===== src/dcd_pkg.sv =====
// Constants, register map and types of the DAC channel calibration datapath.
package dcd_pkg;
	localparam int CH_N = 16;
	localparam int GRP_N = 8;
	localparam int CH_W = 4;
	// Set CODE_W to 14 for the narrow variant; defaults and scaling follow.
	localparam int CODE_W = 16;
	localparam int OFS_W = 14;
	localparam int OFS_SHIFT = CODE_W - OFS_W;
	localparam int LVL_W = CODE_W + 2;
	localparam int ADDR_W = 8;
	localparam int DATA_W = 16;
	localparam logic [CODE_W-1:0] IN_DEF = {1'b1, {(CODE_W - 1){1'b0}}};
	localparam logic [CODE_W-1:0] GAIN_DEF = {CODE_W{1'b1}};
	localparam logic [CODE_W-1:0] OFF_DEF = {1'b1, {(CODE_W - 1){1'b0}}};
	localparam logic [OFS_W-1:0] OFS_DEF = 14'h2000;
	localparam logic [GRP_N-1:0] SEL_DEF = 8'h00;
	localparam logic [2:0] PIN_IDLE = 3'h5;
	localparam logic [ADDR_W-1:0] ADR_CTRL = 8'h00;
	localparam logic [ADDR_W-1:0] ADR_SEL0 = 8'h01;
	localparam logic [ADDR_W-1:0] ADR_SEL1 = 8'h02;
	localparam logic [ADDR_W-1:0] ADR_OFS0 = 8'h03;
	localparam logic [ADDR_W-1:0] ADR_OFS1 = 8'h04;
	localparam logic [ADDR_W-1:0] ADR_SEL_ALL = 8'h05;
	localparam logic [ADDR_W-1:0] ADR_STATUS = 8'h06;
	localparam logic [2:0] PAGE_IN = 3'h2;
	localparam logic [2:0] PAGE_GAIN = 3'h3;
	localparam logic [2:0] PAGE_OFF = 3'h4;
	localparam logic [4:0] TGT_ALL = 5'h10;
	localparam logic [4:0] TGT_G0 = 5'h11;
	localparam logic [4:0] TGT_G1 = 5'h12;
	localparam logic [1:0] TGT_PAIR = 2'h3;
	localparam int CTRL_BANK_BIT = 0;
	localparam int STAT_BUSY_BIT = 0;
	localparam int STAT_INIT_BIT = 1;
	localparam int STAT_LOAD_BIT = 2;
	localparam int STAT_CLR_BIT = 3;
	localparam int STAT_EXT_BIT = 4;
	localparam int CLK_PERIOD_NS = 25;
	localparam int SEL_BUSY_NS = 600;
	localparam int SEL_BUSY_CYC = (SEL_BUSY_NS / CLK_PERIOD_NS < 1) ? 1 :
		SEL_BUSY_NS / CLK_PERIOD_NS;
	localparam int SEL_CNT_W = 6;
	localparam int INIT_TIME_US = 300;
	localparam int INIT_CYC = (INIT_TIME_US * 1000 + CLK_PERIOD_NS - 1) /
		CLK_PERIOD_NS;
	localparam int INIT_CNT_W = 24;
	typedef enum logic [1:0] {ST_IDLE, ST_CALC, ST_STORE} dcd_seq_t;
endpackage

===== src/dcd_cal_unit.sv =====
// Shared gain and offset arithmetic with saturation.
module dcd_cal_unit (
	input wire logic [dcd_pkg::CODE_W-1:0] in_code,
	input wire logic [dcd_pkg::CODE_W-1:0] gain_code,
	input wire logic [dcd_pkg::CODE_W-1:0] off_code,
	output logic [dcd_pkg::CODE_W-1:0] cal_code
);
	localparam int W = dcd_pkg::CODE_W;
	localparam logic signed [W+2:0] HALF = (W + 3)'(1) << (W - 1);
	localparam logic signed [W+2:0] TOP = {3'h0, {W{1'b1}}};
	logic [2*W:0] prod;
	logic [W:0] scaled;
	logic signed [W+2:0] sum;
	logic under;
	logic over;

	// Input times (gain + 1), scaled down by two to the code width.
	assign prod = (2 * W + 1)'(in_code) *
		((2 * W + 1)'(gain_code) + (2 * W + 1)'(1));
	assign scaled = prod[2*W:W];
	assign sum = $signed({2'h0, scaled}) + $signed({3'h0, off_code}) - HALF;
	assign under = sum < 0;
	assign over = sum > TOP;
	// Out-of-range results clip to the nearest end of the code range.
	assign cal_code = under ? '0 : (over ? '1 : sum[W-1:0]);
endmodule


===== src/dcd_datapath.sv =====
// Top of the DAC channel calibration datapath: registers, sequencer, load.
module dcd_datapath #(
	parameter int INIT_CYCLES = dcd_pkg::INIT_CYC
) (
	input wire logic ref_clk,
	input wire logic rst,
	input wire logic [dcd_pkg::ADDR_W-1:0] reg_addr,
	input wire logic [dcd_pkg::DATA_W-1:0] reg_wdata,
	input wire logic reg_wr,
	input wire logic reg_rd,
	output logic [dcd_pkg::DATA_W-1:0] reg_rdata,
	input wire logic load_strobe_n,
	input wire logic clear_n,
	input wire logic busy_n_i,
	output logic busy_n_o,
	output logic busy_n_oe,
	output logic [dcd_pkg::CH_N*dcd_pkg::CODE_W-1:0] dac_code,
	output logic [dcd_pkg::CH_N*dcd_pkg::LVL_W-1:0] out_level,
	output logic out_drive,
	output logic [dcd_pkg::OFS_W-1:0] group0_offset_code,
	output logic [dcd_pkg::OFS_W-1:0] group1_offset_code
);
	localparam int N = dcd_pkg::CH_N;
	localparam int W = dcd_pkg::CODE_W;
	localparam int G = dcd_pkg::GRP_N;
	localparam int DW = dcd_pkg::DATA_W;

	// Channel storage; the calibrated and DAC arrays have no bus path.
	logic [W-1:0] input_bank_a [N];
	logic [W-1:0] input_bank_b [N];
	logic [W-1:0] gain_r [N];
	logic [W-1:0] offset_r [N];
	logic [W-1:0] calibrated_bank_a [N];
	logic [W-1:0] calibrated_bank_b [N];
	logic [W-1:0] dac_r [N];

	logic bank_r;
	logic [G-1:0] group0_source_select;
	logic [G-1:0] group1_source_select;
	logic [dcd_pkg::OFS_W-1:0] ofs0_r;
	logic [dcd_pkg::OFS_W-1:0] ofs1_r;
	logic [dcd_pkg::SEL_CNT_W-1:0] sel_cnt_r;
	logic [N-1:0] pend_a_r;
	logic [N-1:0] pend_b_r;
	logic [N-1:0] pend_a_nxt;
	logic [N-1:0] pend_b_nxt;
	logic [N-1:0] chg_a_r;
	logic [N-1:0] chg_b_r;
	logic load_pend_r;
	logic load_pend_nxt;
	dcd_pkg::dcd_seq_t state_r;
	logic [dcd_pkg::CH_W-1:0] op_ch_r;
	logic op_bank_r;
	logic [W-1:0] op_in_r;
	logic [W-1:0] op_gain_r;
	logic [W-1:0] op_off_r;
	logic [W-1:0] res_r;
	logic [W-1:0] cal_out;
	logic [DW-1:0] reg_rdata_r;

	// Pin synchronisers, bits {busy, clear, load}.
	logic [2:0] pin_s1_r;
	logic [2:0] pin_s2_r;
	logic [2:0] pin_s3_r;
	logic [2:0] pin_lvl_r;
	logic [2:0] pin_agree;
	logic [2:0] pin_lvl_nxt;
	logic load_fall;
	logic clear_ok;
	logic ext_busy;
	logic init_done;

	always_ff @(posedge ref_clk) begin
		if (rst) begin
			pin_s1_r <= dcd_pkg::PIN_IDLE;
			pin_s2_r <= dcd_pkg::PIN_IDLE;
			pin_s3_r <= dcd_pkg::PIN_IDLE;
			pin_lvl_r <= dcd_pkg::PIN_IDLE;
		end else begin
			pin_s1_r <= {busy_n_i, clear_n, load_strobe_n};
			pin_s2_r <= pin_s1_r;
			pin_s3_r <= pin_s2_r;
			pin_lvl_r <= pin_lvl_nxt;
		end
	end

	assign pin_agree = ~(pin_s2_r ^ pin_s3_r);
	assign pin_lvl_nxt = (pin_agree & pin_s3_r) | (~pin_agree & pin_lvl_r);
	assign load_fall = pin_lvl_r[0] & ~pin_lvl_nxt[0];
	assign clear_ok = pin_lvl_r[1];
	assign ext_busy = ~pin_lvl_r[2];

	// Register decode.
	logic [2:0] page;
	logic [4:0] tgt;
	logic [N-1:0] tmask;
	logic wr_in;
	logic wr_trim;
	logic wr_gain;
	logic wr_off;
	logic wr_ctrl;
	logic wr_sel0;
	logic wr_sel1;
	logic wr_sel_all;
	logic wr_ofs0;
	logic wr_ofs1;
	logic [N-1:0] we_in_a;
	logic [N-1:0] we_in_b;
	logic [N-1:0] set_a;
	logic [N-1:0] set_b;

	function automatic logic [N-1:0] target_mask(input logic [4:0] t);
		logic [N-1:0] m;
		m = '0;
		if (!t[4]) begin
			m[t[3:0]] = 1'b1;
		end else if (t == dcd_pkg::TGT_ALL) begin
			m = '1;
		end else if (t == dcd_pkg::TGT_G0) begin
			m = {{G{1'b0}}, {G{1'b1}}};
		end else if (t == dcd_pkg::TGT_G1) begin
			m = {{G{1'b1}}, {G{1'b0}}};
		end else if (t[4:3] == dcd_pkg::TGT_PAIR) begin
			m[{1'b0, t[2:0]}] = 1'b1;
			m[{1'b1, t[2:0]}] = 1'b1;
		end
		return m;
	endfunction

	function automatic logic [dcd_pkg::CH_W-1:0] first_set(
		input logic [N-1:0] v);
		logic [dcd_pkg::CH_W-1:0] idx;
		idx = '0;
		for (int k = N - 1; k >= 0; k--) begin
			if (v[k]) begin
				idx = dcd_pkg::CH_W'(k);
			end
		end
		return idx;
	endfunction

	assign page = reg_addr[7:5];
	assign tgt = reg_addr[4:0];
	assign tmask = target_mask(tgt);
	assign wr_in = reg_wr && page == dcd_pkg::PAGE_IN;
	assign wr_gain = reg_wr && page == dcd_pkg::PAGE_GAIN;
	assign wr_off = reg_wr && page == dcd_pkg::PAGE_OFF;
	assign wr_trim = wr_gain | wr_off;
	assign wr_ctrl = reg_wr && reg_addr == dcd_pkg::ADR_CTRL;
	assign wr_sel0 = reg_wr && reg_addr == dcd_pkg::ADR_SEL0;
	assign wr_sel1 = reg_wr && reg_addr == dcd_pkg::ADR_SEL1;
	assign wr_sel_all = reg_wr && reg_addr == dcd_pkg::ADR_SEL_ALL;
	assign wr_ofs0 = reg_wr && reg_addr == dcd_pkg::ADR_OFS0;
	assign wr_ofs1 = reg_wr && reg_addr == dcd_pkg::ADR_OFS1;
	// The one global bank bit steers every targeted channel alike.
	assign we_in_a = {N{wr_in & ~bank_r}} & tmask;
	assign we_in_b = {N{wr_in & bank_r}} & tmask;
	assign set_a = {N{(wr_in | wr_trim) & ~bank_r}} & tmask;
	assign set_b = {N{(wr_in | wr_trim) & bank_r}} & tmask;

	// Recalculation sequencer; bank A work is drained before bank B.
	logic any_pend;
	logic pick_b;
	logic [dcd_pkg::CH_W-1:0] pick_ch;
	logic [N-1:0] take;
	logic start;
	logic store;
	logic [N-1:0] store_a;
	logic [N-1:0] store_b;
	logic busy_local;
	logic busy_all;
	logic load_req;
	logic do_load;

	assign any_pend = |pend_a_r | |pend_b_r;
	assign pick_b = ~|pend_a_r;
	assign pick_ch = first_set(pick_b ? pend_b_r : pend_a_r);
	assign start = state_r == dcd_pkg::ST_IDLE && any_pend;
	assign take = start ? (N'(1) << pick_ch) : '0;
	// A write landing on the channel being taken keeps its pending bit.
	assign pend_a_nxt = (pend_a_r & ~(take & {N{~pick_b}})) | set_a;
	assign pend_b_nxt = (pend_b_r & ~(take & {N{pick_b}})) | set_b;
	assign store = state_r == dcd_pkg::ST_STORE;
	assign store_a = {N{store & ~op_bank_r}} & (N'(1) << op_ch_r);
	assign store_b = {N{store & op_bank_r}} & (N'(1) << op_ch_r);
	assign busy_local = any_pend || state_r != dcd_pkg::ST_IDLE ||
		sel_cnt_r != '0;
	assign busy_all = busy_local | ext_busy;
	assign busy_n_o = 1'b0;
	assign busy_n_oe = busy_local;

	always_ff @(posedge ref_clk) begin
		if (rst) begin
			state_r <= dcd_pkg::ST_IDLE;
			pend_a_r <= '0;
			pend_b_r <= '0;
		end else begin
			pend_a_r <= pend_a_nxt;
			pend_b_r <= pend_b_nxt;
			case (state_r)
				dcd_pkg::ST_IDLE: begin
					if (any_pend) begin
						state_r <= dcd_pkg::ST_CALC;
					end
				end
				dcd_pkg::ST_CALC: begin
					state_r <= dcd_pkg::ST_STORE;
				end
				default: begin
					state_r <= dcd_pkg::ST_IDLE;
				end
			endcase
		end
	end

	// Operands are latched at the start, so later writes only requeue.
	always_ff @(posedge ref_clk) begin
		if (start) begin
			op_ch_r <= pick_ch;
			op_bank_r <= pick_b;
			op_in_r <= pick_b ? input_bank_b[pick_ch] : input_bank_a[pick_ch];
			op_gain_r <= gain_r[pick_ch];
			op_off_r <= offset_r[pick_ch];
		end
		if (state_r == dcd_pkg::ST_CALC) begin
			res_r <= cal_out;
		end
	end

	// Only this one arithmetic unit exists for all channels.
	dcd_cal_unit u_cal (
		.in_code(op_in_r),
		.gain_code(op_gain_r),
		.off_code(op_off_r),
		.cal_code(cal_out)
	);

	// Load strobe: edges are remembered while busy, a held low level reloads.
	assign load_req = load_pend_r | ~pin_lvl_r[0];
	assign do_load = load_req & ~busy_all & clear_ok;
	assign load_pend_nxt = clear_ok & (load_fall | (load_pend_r & ~do_load));

	// Global configuration registers.
	always_ff @(posedge ref_clk) begin
		if (rst) begin
			bank_r <= 1'b0;
			group0_source_select <= dcd_pkg::SEL_DEF;
			group1_source_select <= dcd_pkg::SEL_DEF;
			ofs0_r <= dcd_pkg::OFS_DEF;
			ofs1_r <= dcd_pkg::OFS_DEF;
			sel_cnt_r <= '0;
			load_pend_r <= 1'b0;
		end else begin
			load_pend_r <= load_pend_nxt;
			if (wr_ctrl) begin
				bank_r <= reg_wdata[dcd_pkg::CTRL_BANK_BIT];
			end
			if (wr_sel_all) begin
				group0_source_select <= {G{reg_wdata[0]}};
				group1_source_select <= {G{reg_wdata[0]}};
			end else if (wr_sel0) begin
				group0_source_select <= reg_wdata[G-1:0];
			end else if (wr_sel1) begin
				group1_source_select <= reg_wdata[G-1:0];
			end
			if (wr_ofs0) begin
				ofs0_r <= reg_wdata[dcd_pkg::OFS_W-1:0];
			end
			if (wr_ofs1) begin
				ofs1_r <= reg_wdata[dcd_pkg::OFS_W-1:0];
			end
			if (wr_sel_all | wr_sel0 | wr_sel1) begin
				sel_cnt_r <= dcd_pkg::SEL_CNT_W'(dcd_pkg::SEL_BUSY_CYC);
			end else if (sel_cnt_r != '0) begin
				sel_cnt_r <= sel_cnt_r - 1'b1;
			end
		end
	end

	// Per-channel registers.
	logic [N-1:0] src_b;
	assign src_b = {group1_source_select, group0_source_select};

	for (genvar i = 0; i < N; i++) begin : g_ch
		always_ff @(posedge ref_clk) begin
			if (rst) begin
				input_bank_a[i] <= dcd_pkg::IN_DEF;
				input_bank_b[i] <= dcd_pkg::IN_DEF;
				gain_r[i] <= dcd_pkg::GAIN_DEF;
				offset_r[i] <= dcd_pkg::OFF_DEF;
				calibrated_bank_a[i] <= dcd_pkg::IN_DEF;
				calibrated_bank_b[i] <= dcd_pkg::IN_DEF;
				dac_r[i] <= dcd_pkg::IN_DEF;
				chg_a_r[i] <= 1'b0;
				chg_b_r[i] <= 1'b0;
			end else begin
				if (we_in_a[i]) begin
					input_bank_a[i] <= reg_wdata[W-1:0];
				end
				if (we_in_b[i]) begin
					input_bank_b[i] <= reg_wdata[W-1:0];
				end
				if (wr_gain && tmask[i]) begin
					gain_r[i] <= reg_wdata[W-1:0];
				end
				if (wr_off && tmask[i]) begin
					offset_r[i] <= reg_wdata[W-1:0];
				end
				// Calibrated words are written by the sequencer alone.
				if (store_a[i]) begin
					calibrated_bank_a[i] <= res_r;
				end
				if (store_b[i]) begin
					calibrated_bank_b[i] <= res_r;
				end
				// A fresh result in the load cycle stays marked as changed.
				chg_a_r[i] <= (chg_a_r[i] & ~do_load) | store_a[i];
				chg_b_r[i] <= (chg_b_r[i] & ~do_load) | store_b[i];
				if (do_load && (src_b[i] ? chg_b_r[i] : chg_a_r[i])) begin
					dac_r[i] <= src_b[i] ? calibrated_bank_b[i] :
						calibrated_bank_a[i];
				end
			end
		end
		assign dac_code[i*W +: W] = dac_r[i];
	end

	// Read path: calibrated and DAC registers are deliberately absent.
	logic [dcd_pkg::CH_W-1:0] rd_ch;
	logic rd_one;
	logic [DW-1:0] status;
	logic [DW-1:0] rd_val;

	assign rd_ch = tgt[3:0];
	assign rd_one = ~tgt[4];
	assign status = DW'({~ext_busy ? 1'b0 : 1'b1, ~clear_ok, load_pend_r,
		init_done, busy_local});
	assign rd_val =
		(reg_addr == dcd_pkg::ADR_CTRL) ? DW'(bank_r) :
		(reg_addr == dcd_pkg::ADR_SEL0) ? DW'(group0_source_select) :
		(reg_addr == dcd_pkg::ADR_SEL1) ? DW'(group1_source_select) :
		(reg_addr == dcd_pkg::ADR_OFS0) ? DW'(ofs0_r) :
		(reg_addr == dcd_pkg::ADR_OFS1) ? DW'(ofs1_r) :
		(reg_addr == dcd_pkg::ADR_STATUS) ? status :
		(page == dcd_pkg::PAGE_IN && rd_one) ?
			DW'(bank_r ? input_bank_b[rd_ch] : input_bank_a[rd_ch]) :
		(page == dcd_pkg::PAGE_GAIN && rd_one) ? DW'(gain_r[rd_ch]) :
		(page == dcd_pkg::PAGE_OFF && rd_one) ? DW'(offset_r[rd_ch]) :
		'0;

	always_ff @(posedge ref_clk) begin
		if (rst) begin
			reg_rdata_r <= '0;
		end else begin
			reg_rdata_r <= reg_rd ? rd_val : '0;
		end
	end

	assign reg_rdata = reg_rdata_r;
	assign group0_offset_code = ofs0_r;
	assign group1_offset_code = ofs1_r;

	dcd_out_stage #(
		.INIT_CYCLES(INIT_CYCLES)
	) u_out (
		.ref_clk(ref_clk),
		.rst(rst),
		.dac_flat(dac_code),
		.ofs0(ofs0_r),
		.ofs1(ofs1_r),
		.clear_ok(clear_ok),
		.out_level(out_level),
		.out_drive(out_drive),
		.init_done(init_done)
	);
endmodule


===== src/dcd_out_stage.sv =====
// Output hold, initialization timer and offset-referred output levels.
module dcd_out_stage #(
	parameter int INIT_CYCLES = dcd_pkg::INIT_CYC
) (
	input wire logic ref_clk,
	input wire logic rst,
	input wire logic [dcd_pkg::CH_N*dcd_pkg::CODE_W-1:0] dac_flat,
	input wire logic [dcd_pkg::OFS_W-1:0] ofs0,
	input wire logic [dcd_pkg::OFS_W-1:0] ofs1,
	input wire logic clear_ok,
	output logic [dcd_pkg::CH_N*dcd_pkg::LVL_W-1:0] out_level,
	output logic out_drive,
	output logic init_done
);
	localparam int W = dcd_pkg::CODE_W;
	localparam int LW = dcd_pkg::LVL_W;
	localparam logic [dcd_pkg::INIT_CNT_W-1:0] INIT_LAST =
		dcd_pkg::INIT_CNT_W'(INIT_CYCLES - 1);
	logic [dcd_pkg::INIT_CNT_W-1:0] init_cnt_r;
	logic init_done_r;
	logic drive_r;
	logic drive_nxt;
	logic [LW-1:0] ofs0_scaled;
	logic [LW-1:0] ofs1_scaled;

	always_ff @(posedge ref_clk) begin
		if (rst) begin
			init_cnt_r <= '0;
			init_done_r <= 1'b0;
		end else if (!init_done_r) begin
			init_done_r <= init_cnt_r == INIT_LAST;
			init_cnt_r <= init_cnt_r + 1'b1;
		end
	end

	// Outputs sit at signal ground until both conditions release them.
	assign drive_nxt = init_done_r & clear_ok;
	assign ofs0_scaled = LW'(ofs0) << dcd_pkg::OFS_SHIFT;
	assign ofs1_scaled = LW'(ofs1) << dcd_pkg::OFS_SHIFT;

	always_ff @(posedge ref_clk) begin
		if (rst) begin
			drive_r <= 1'b0;
		end else begin
			drive_r <= drive_nxt;
		end
	end

	for (genvar i = 0; i < dcd_pkg::CH_N; i++) begin : g_lvl
		logic [LW-1:0] lvl_r;
		logic [LW-1:0] code;
		assign code = LW'(dac_flat[i*W +: W]);
		always_ff @(posedge ref_clk) begin
			if (rst || !drive_nxt) begin
				lvl_r <= '0;
			end else if (i < dcd_pkg::GRP_N) begin
				lvl_r <= code - ofs0_scaled;
			end else begin
				lvl_r <= code - ofs1_scaled;
			end
		end
		assign out_level[i*LW +: LW] = lvl_r;
	end

	assign out_drive = drive_r;
	assign init_done = init_done_r;
endmodule


===== config.mk =====
export PLATFORM = sky130hd
export DESIGN_NAME = dcd_datapath
export DESIGN_NICKNAME = d
export VERILOG_FILES = /design/src/dcd_pkg.sv /design/src/dcd_cal_unit.sv /design/src/dcd_datapath.sv /design/src/dcd_out_stage.sv
export SDC_FILE = /design/constraint.sdc
export NUM_CORES = 2
export LEC_CHECK = 0
export ABC_AREA = 0
export BUFFER_PORTS_ARGS = -buffer_cell sky130_fd_sc_hd__buf_2
export CORE_UTILIZATION = 30
export DETAILED_ROUTE_END_ITERATION = 8
export PLACE_DENSITY_LB_ADDON = 0.08
export SLEW_MARGIN = 20
export SYNTH_ARGS = -nofsm -noshare
export SYNTH_HDL_FRONTEND = slang
export SYNTH_SLANG_ARGS = --single-unit

===== constraint.sdc =====
create_clock -name ref_clk -period 17.3 [get_ports ref_clk]
set_clock_uncertainty 0.2 [all_clocks]
set_input_delay 3.46 -clock ref_clk [delete_from_list [all_inputs] [get_ports ref_clk]]
set_output_delay 3.46 -clock ref_clk [all_outputs]
set_load 0.02 [all_outputs]

### Yosys cells after proc, flatten, opt, wreduce, memory -nomap -nowiden

Memories as Yosys holds them, arrays and structs flattened. A register that Yosys moved wholly into a read port is not among the register bits.
Index checks and enable logic that the tools add are counted.

* word-level logic and storage cells: 976
* output and inout port bits: 591
* memories kept: 7
* memory bits (read-only): 0
* bits in registers: 497
* bits of input ports: 31
* latch bits: 0
* bits in writable memories: 1792

Memory list
* calibrated_bank_a: depth 16, bits a word 16, rd ports 16, clocked after Yosys merged registers in 0, write ports 16, line dcd_datapath.sv:33 `logic [W-1:0] calibrated_bank_a [N];`
* calibrated_bank_b: depth 16, bits a word 16, rd ports 16, clocked after Yosys merged registers in 0, write ports 16, line dcd_datapath.sv:34 `logic [W-1:0] calibrated_bank_b [N];`
* dac_r: depth 16, bits a word 16, rd ports 16, clocked after Yosys merged registers in 0, write ports 16, line dcd_datapath.sv:35 `logic [W-1:0] dac_r [N];`
* gain_r: depth 16, bits a word 16, rd ports 2, clocked after Yosys merged registers in 1, write ports 16, line dcd_datapath.sv:31 `logic [W-1:0] gain_r [N];`
* input_bank_a: depth 16, bits a word 16, rd ports 2, clocked after Yosys merged registers in 0, write ports 16, line dcd_datapath.sv:29 `logic [W-1:0] input_bank_a [N];`
* input_bank_b: depth 16, bits a word 16, rd ports 2, clocked after Yosys merged registers in 0, write ports 16, line dcd_datapath.sv:30 `logic [W-1:0] input_bank_b [N];`
* 1 more memories

* mux-type cells: 534
* bitwise logic cells: 227
* div/mod/pow operators: 0
* reductions and logical operators: 84
* shift operators: 2
* equal/unequal tests: 18
* magnitude comparators: 8
* add/sub/neg operators: 21
* multipliers: 1

Operators with widths (count)
* $mux 16: 141
* $mux 1: 360
* $sub 16x16->17: 16
* $and 16x16->16: 10
* $or 1x1->1: 152
* $logic_and 1x1->1: 64
* $mux 4: 16
* $mux 8: 7
* $and 1x1->1: 44
* $mux 14: 3
* $mul 16x33->33: 1
* $not 16->16: 2
* $or 16x16->16: 2
* $reduce_or 16->1: 2
* $shl 1x4->16 const A: 2
* $add 24x1->24 const B: 1
* $eq 24x14->1 const B: 1
* $eq 8x3->1 const B: 3
* $gt 19x17->1 const B: 1
* $lt 19x1->1 const B: 1
* $sub 18x16->19 const B: 1
* $add 17x16->18: 1
* $add 16x1->17 const B: 1
* $eq 8x2->1 const B: 2
* 35 further kinds: 61

### Logic depth before layout (Yosys ltp)

* depth in word-level cells: 24
* mapped depth: 44
* depth with buffers taken out: 43

### Hierarchy

Synthesis repeated with hierarchy kept, for this count alone.

* cells, all modules: 10674
* area, all modules: 122900.4 um2

Modules (own cells, without submodules)
* dcd_datapath: area each 95703.0 um2, cells an instance 7582, times used 1, seq. area each 58806.4 um2
* dcd_out_stage: area each 17266.6 um2, cells an instance 1944, times used 1, seq. area each 5965.7 um2
* dcd_cal_unit: area each 9930.8 um2, cells an instance 1148, times used 1, seq. area each 0.0 um2

### Least setup slack after synthesis

No wires, ideal clock.

* path kind: register to register
* start point: register op_gain_r[2] (read register of gain_r)
* end point: register res_r[10], data pin
* path buffers: 2
* slack: 7252 ps
* data arrival time: 9573 ps
* required time: 16826 ps
* period minus slack after synthesis: 10048 ps
* library setup time: 274 ps
* cell stages (with the launch flop): 43
* cells stage by stage: edfxtp_1 -> and3_1 -> and2_1 -> nand2_1 -> or2_2 -> nor2_1 -> xor2_1 -> clkbuf_1 -> nand2_1 -> fa_1 -> fa_1 -> fa_1 -> inv_1 -> fa_1 -> fa_1 -> inv_1 -> fa_1 -> inv_1 -> [7 not listed] -> nor2b_1 -> nor2_1 -> nor2b_1 -> nor2_1 -> xnor2_1 -> ha_1 -> ha_1 -> o211ai_1 -> a211oi_1 -> o31ai_1 -> a31oi_1 -> o21ai_0 -> inv_1 -> nor4_1 -> a211oi_1 -> a31oi_1 -> clkbuf_1 -> a21oi_1

* word-level cells in the longest chain between the ends: 6
* elaborated cells between the ends (all ways): 7
* classes of those cells: add/sub: 3; mul: 1; order compare: 2; mux: 1

Ends and longest elaborated chain
* from (decl): line dcd_datapath.sv:55 `logic [W-1:0] op_gain_r;`
* $add 16x1->17 (*): line dcd_cal_unit.sv:19 `((2 * W + 1)'(gain_code) + (2 * W + 1)'(1));`
* $mul 16x33->33 (*): line dcd_cal_unit.sv:18 `assign prod = (2 * W + 1)'(in_code) *`
* $add 17x16->18 (*): line dcd_cal_unit.sv:21 `assign sum = $signed({2'h0, scaled}) + $signed({3'h0, off_code}) - HALF;`
* $sub 18x16->19 (*): line dcd_cal_unit.sv:21
* $gt 19x17->1: line dcd_cal_unit.sv:23 `assign over = sum > TOP;`
* $mux 16: line dcd_cal_unit.sv:25 `assign cal_code = under ? '0 : (over ? '1 : sum[W-1:0]);`
* to (signal assigned): line dcd_datapath.sv:226 `res_r <= cal_out;`
* to (decl): line dcd_datapath.sv:57 `logic [W-1:0] res_r;`

Every way passes the cells marked *; elsewhere a longest branch is shown, timed or not.
A chain may end at the register's enable or synchronous reset.

### Worst setup path after layout

* start point: register op_gain_r[0] (read register of gain_r)
* end point: register res_r[12], data pin

The elaborated chain is that of the path after synthesis.

==> flow_metrics.env <==
export IMPL_outcome="finished clean"
export IMPL_drc=0
export IMPL_numCtsBuffers=292
export IMPL_clk_latency_ns=0.94
export IMPL_slowest_stage="edfxtp_1"
export IMPL_cp_start_kind="flip-flop"
export IMPL_fp_coreArea_mm2=0.4026
export IMPL_hpwl_um=328600
export IMPL_grt_pass1_wl_um=692100
export IMPL_holdBufCountCts=0
export IMPL_worstSetupPathType="reg2reg"
export IMPL_final_cell_mix="edfxtp_1, and2_1, nand2_1"
export IMPL_synth_top_flop_cell="edfxtp_1"
export IMPL_fillers=39690
export IMPL_hp_class="reg2reg"
export IMPL_syn_area_mm2=0.1213
export IMPL_gp_congestion=0.8579
export IMPL_worstMarginPinSlew_ns=1.397
export IMPL_rows=233
export IMPL_grt_pass1_vias=86660
export IMPL_hold_viol_final=0
export IMPL_start_util_pct=30.13
export IMPL_postCtsSetupBuffers=0
export IMPL_postSynthCellCount=10480
export IMPL_p_leak_uw=0.05259
export IMPL_whs_endpoint="pin_s2_r[2]"
export IMPL_maxCapViolCount=0
export IMPL_max_freq_mhz=85.00
export IMPL_antenna_found_initial=58
export IMPL_cp_data_required_time_ns=17.76
export IMPL_ys_seq_area_share_pct=53.39
export IMPL_final_common_cell="edfxtp_1"
export IMPL_die_h_um=637.9
export IMPL_cp_end_kind="flip-flop"
export IMPL_synth_largest_area_cell="edfxtp_1"
export IMPL_cts_resized=0
export IMPL_ys_async_sr_fraction_pct=0
export IMPL_drive_gt1_share_pct=16.66
export IMPL_crit_family="adder cells"
export IMPL_overflow=0
export IMPL_synth_top_area_share_pct=46.06
export IMPL_setup_violations_final=0
export IMPL_total_power_uw=31220
export IMPL_min_delay_start="pin_s1_r[2]"
export IMPL_htreeDepth=5
export IMPL_synth_edff_count=1861
export IMPL_cpPeakStageDelay_ns=0.85
export IMPL_r2r_cells=40
export IMPL_ant_nets=0
export IMPL_nNetsFinal=11480
export IMPL_path_max_fanout=20
export IMPL_crit_arrival_ns=12.22
export IMPL_fin_crit_sh_pct=68.01
export IMPL_synth_area_leaders="edfxtp_1, dfxtp_1, and2_1"
export IMPL_ys_ff_latch=2305
export IMPL_peakVddDrop_v=0.002407
export IMPL_pin_count=622
export IMPL_drt_iter0_drc=8382
export IMPL_clk_pin_slew_ns=0.06
export IMPL_syn_to_final_growth_pct=15.56
export IMPL_hold_depth=1
export IMPL_ff2ff_setup_slack_ns=5.53
export IMPL_cp_depth=40
export IMPL_cts_path_max_buffers=4
export IMPL_yosysWarnings=0
export IMPL_period_minus_slack_ns=11.77
export IMPL_die_x_um=637.9
export IMPL_synth_cell_types=86
export IMPL_via_per_inst=5.267
export IMPL_rsz0062_at_grt="false"
export IMPL_cp_startpoint="op_gain_r[0]"
export IMPL_syn_nets=11100
export IMPL_first_pass_iters=6
export IMPL_cp_common_cell="fa_1"
export IMPL_relSlewSlack_pct=6.852
export IMPL_port_buffers=620
export IMPL_cts_sinks=2305
export IMPL_routed_wl_um=498000
export IMPL_slew_violations=0
export IMPL_path_buf_inv=4
export IMPL_final_util_pct=34.82
export IMPL_fin_tns_setup_ns=0
export IMPL_timing_rr_start="op_gain_r[0]"
export IMPL_worstReg2RegEnd="res_r[12]"
export IMPL_cts_tree="done"
export IMPL_p_per_area_mw_per_mm2=222.7
export IMPL_grt_max_degree=114
export IMPL_vias=87030
export IMPL_synth_area_per_cell_um2=11.58
export IMPL_cts_root_buf="clkbuf_16"
export IMPL_wl_per_cell_um=30.14
export IMPL_dieArea_mm2=0.4069
export IMPL_grt_usage_pct=23.84
## how the worst max path moves through the flow
stage | endpoint | slack, ns
CTS | res_r[0] | 5.53
finish | res_r[12] | 5.53
detailed placement | res_r[0] | 5.55
global placement | res_r[1] | 5.31
global route | res_r[0] | 4.65
floorplan | res_r[10] | 7.25
## worst reg2reg max path, delay by kind of cell, from the launching register on
kind                       cells  cell delay [ns]
adders and majority gates     10             4.27
AOI/OAI and AO/OA             12             3.74
and+or+nand+nor               11             1.57
DFF                            1             0.85
buffers and inverters          4             0.40
xor gates and xnor gates       2             0.30
muxes                          1             0.15
## final cells by class
| class | count | area [um^2] | share of cell area, % |
|---|---|---|---|
| Inverter | 417 | 1580 | 1.127 |
| Tap cell | 5405 | 6763 | 4.824 |
| Sequential cell | 2305 | 64770 | 46.20 |
| Multi-Input combinational cell | 6922 | 52210 | 37.24 |
| Clock buffer | 408 | 8282 | 5.907 |
| Antenna cell | 30 | 75.07 | 0.05355 |
| Timing Repair Buffer | 923 | 5569 | 3.972 |
| Clock inverter | 113 | 948.4 | 0.6765 |
## metal layers
metal	GRT usage, %	share of wire [%]
met3	3.023	5.9
met1	31.64	43
met4	9.088	4.3
met5	0	0.0094
met2	39.60	47
## synth_stat cells, drive strengths merged (65+ instances only)
library cell	number
clkbuf	698
o21ai	259
nor2b	98
xnor2	102
inv	415
nor2	743
buf	134
a21boi	78
nand3	155
edfxtp	1861
ha	364
mux4	332
nor3	171
mux2i	325
fa	224
dfxtp	444
or3	383
nand2	968
a211oi	118
and2	1271
a21oi	250
and3	192
o21bai	65
a21o	103
a31oi	185
## flip-flops by register name, summed over array words and instances (netlist names), 256 cells and up, named ones only
name / count
u_out.g_lvl.lvl_r: 272
calibrated_bank_a: 256
input_bank_a: 256
dac_r: 256
calibrated_bank_b: 256
input_bank_b: 256
offset_r: 256
gain_r: 256
## per-stage QoR
step / area, um^2 / setup slack, ns / cells / hold slack, ns
after floorplan: 121300 / 7.252 / 10480 / 0.1895
after global placement: 130700 / 5.308 / 15970 / 0.2064
after detailed placement: 130900 / 5.554 / 15970 / 0.2037
after CTS: 140100 / 5.534 / 16490 / 0.2174
after global routing: 140200 / 4.655 / 16500 / 0.2297
final: 140200 / 5.535 / 16520 / 0.2153
## kinds of logic after synthesis
group	after synthesis	synth area share (%)
AND/OR/NAND/NOR	4137	17.55
flip-flops	2305	53.39
AO/OA/AOI/OAI	1372	7.505
buffers and inverters	1249	4.032
multiplexers	665	8.919
adder cells (fa/ha/maj)	588	7.450
XOR/XNOR	159	1.148
other	1	0.003091
## power breakdown
part | total, uW | switching (uW) | leakage, uW | internal [uW]
clock network | 6010 | 2540 | 0.00452 | 3470
logic | 18600 | 10700 | 0.0260 | 7910
registers | 6620 | 199 | 0.0221 | 6420
(Power assumes the default switching activity.)
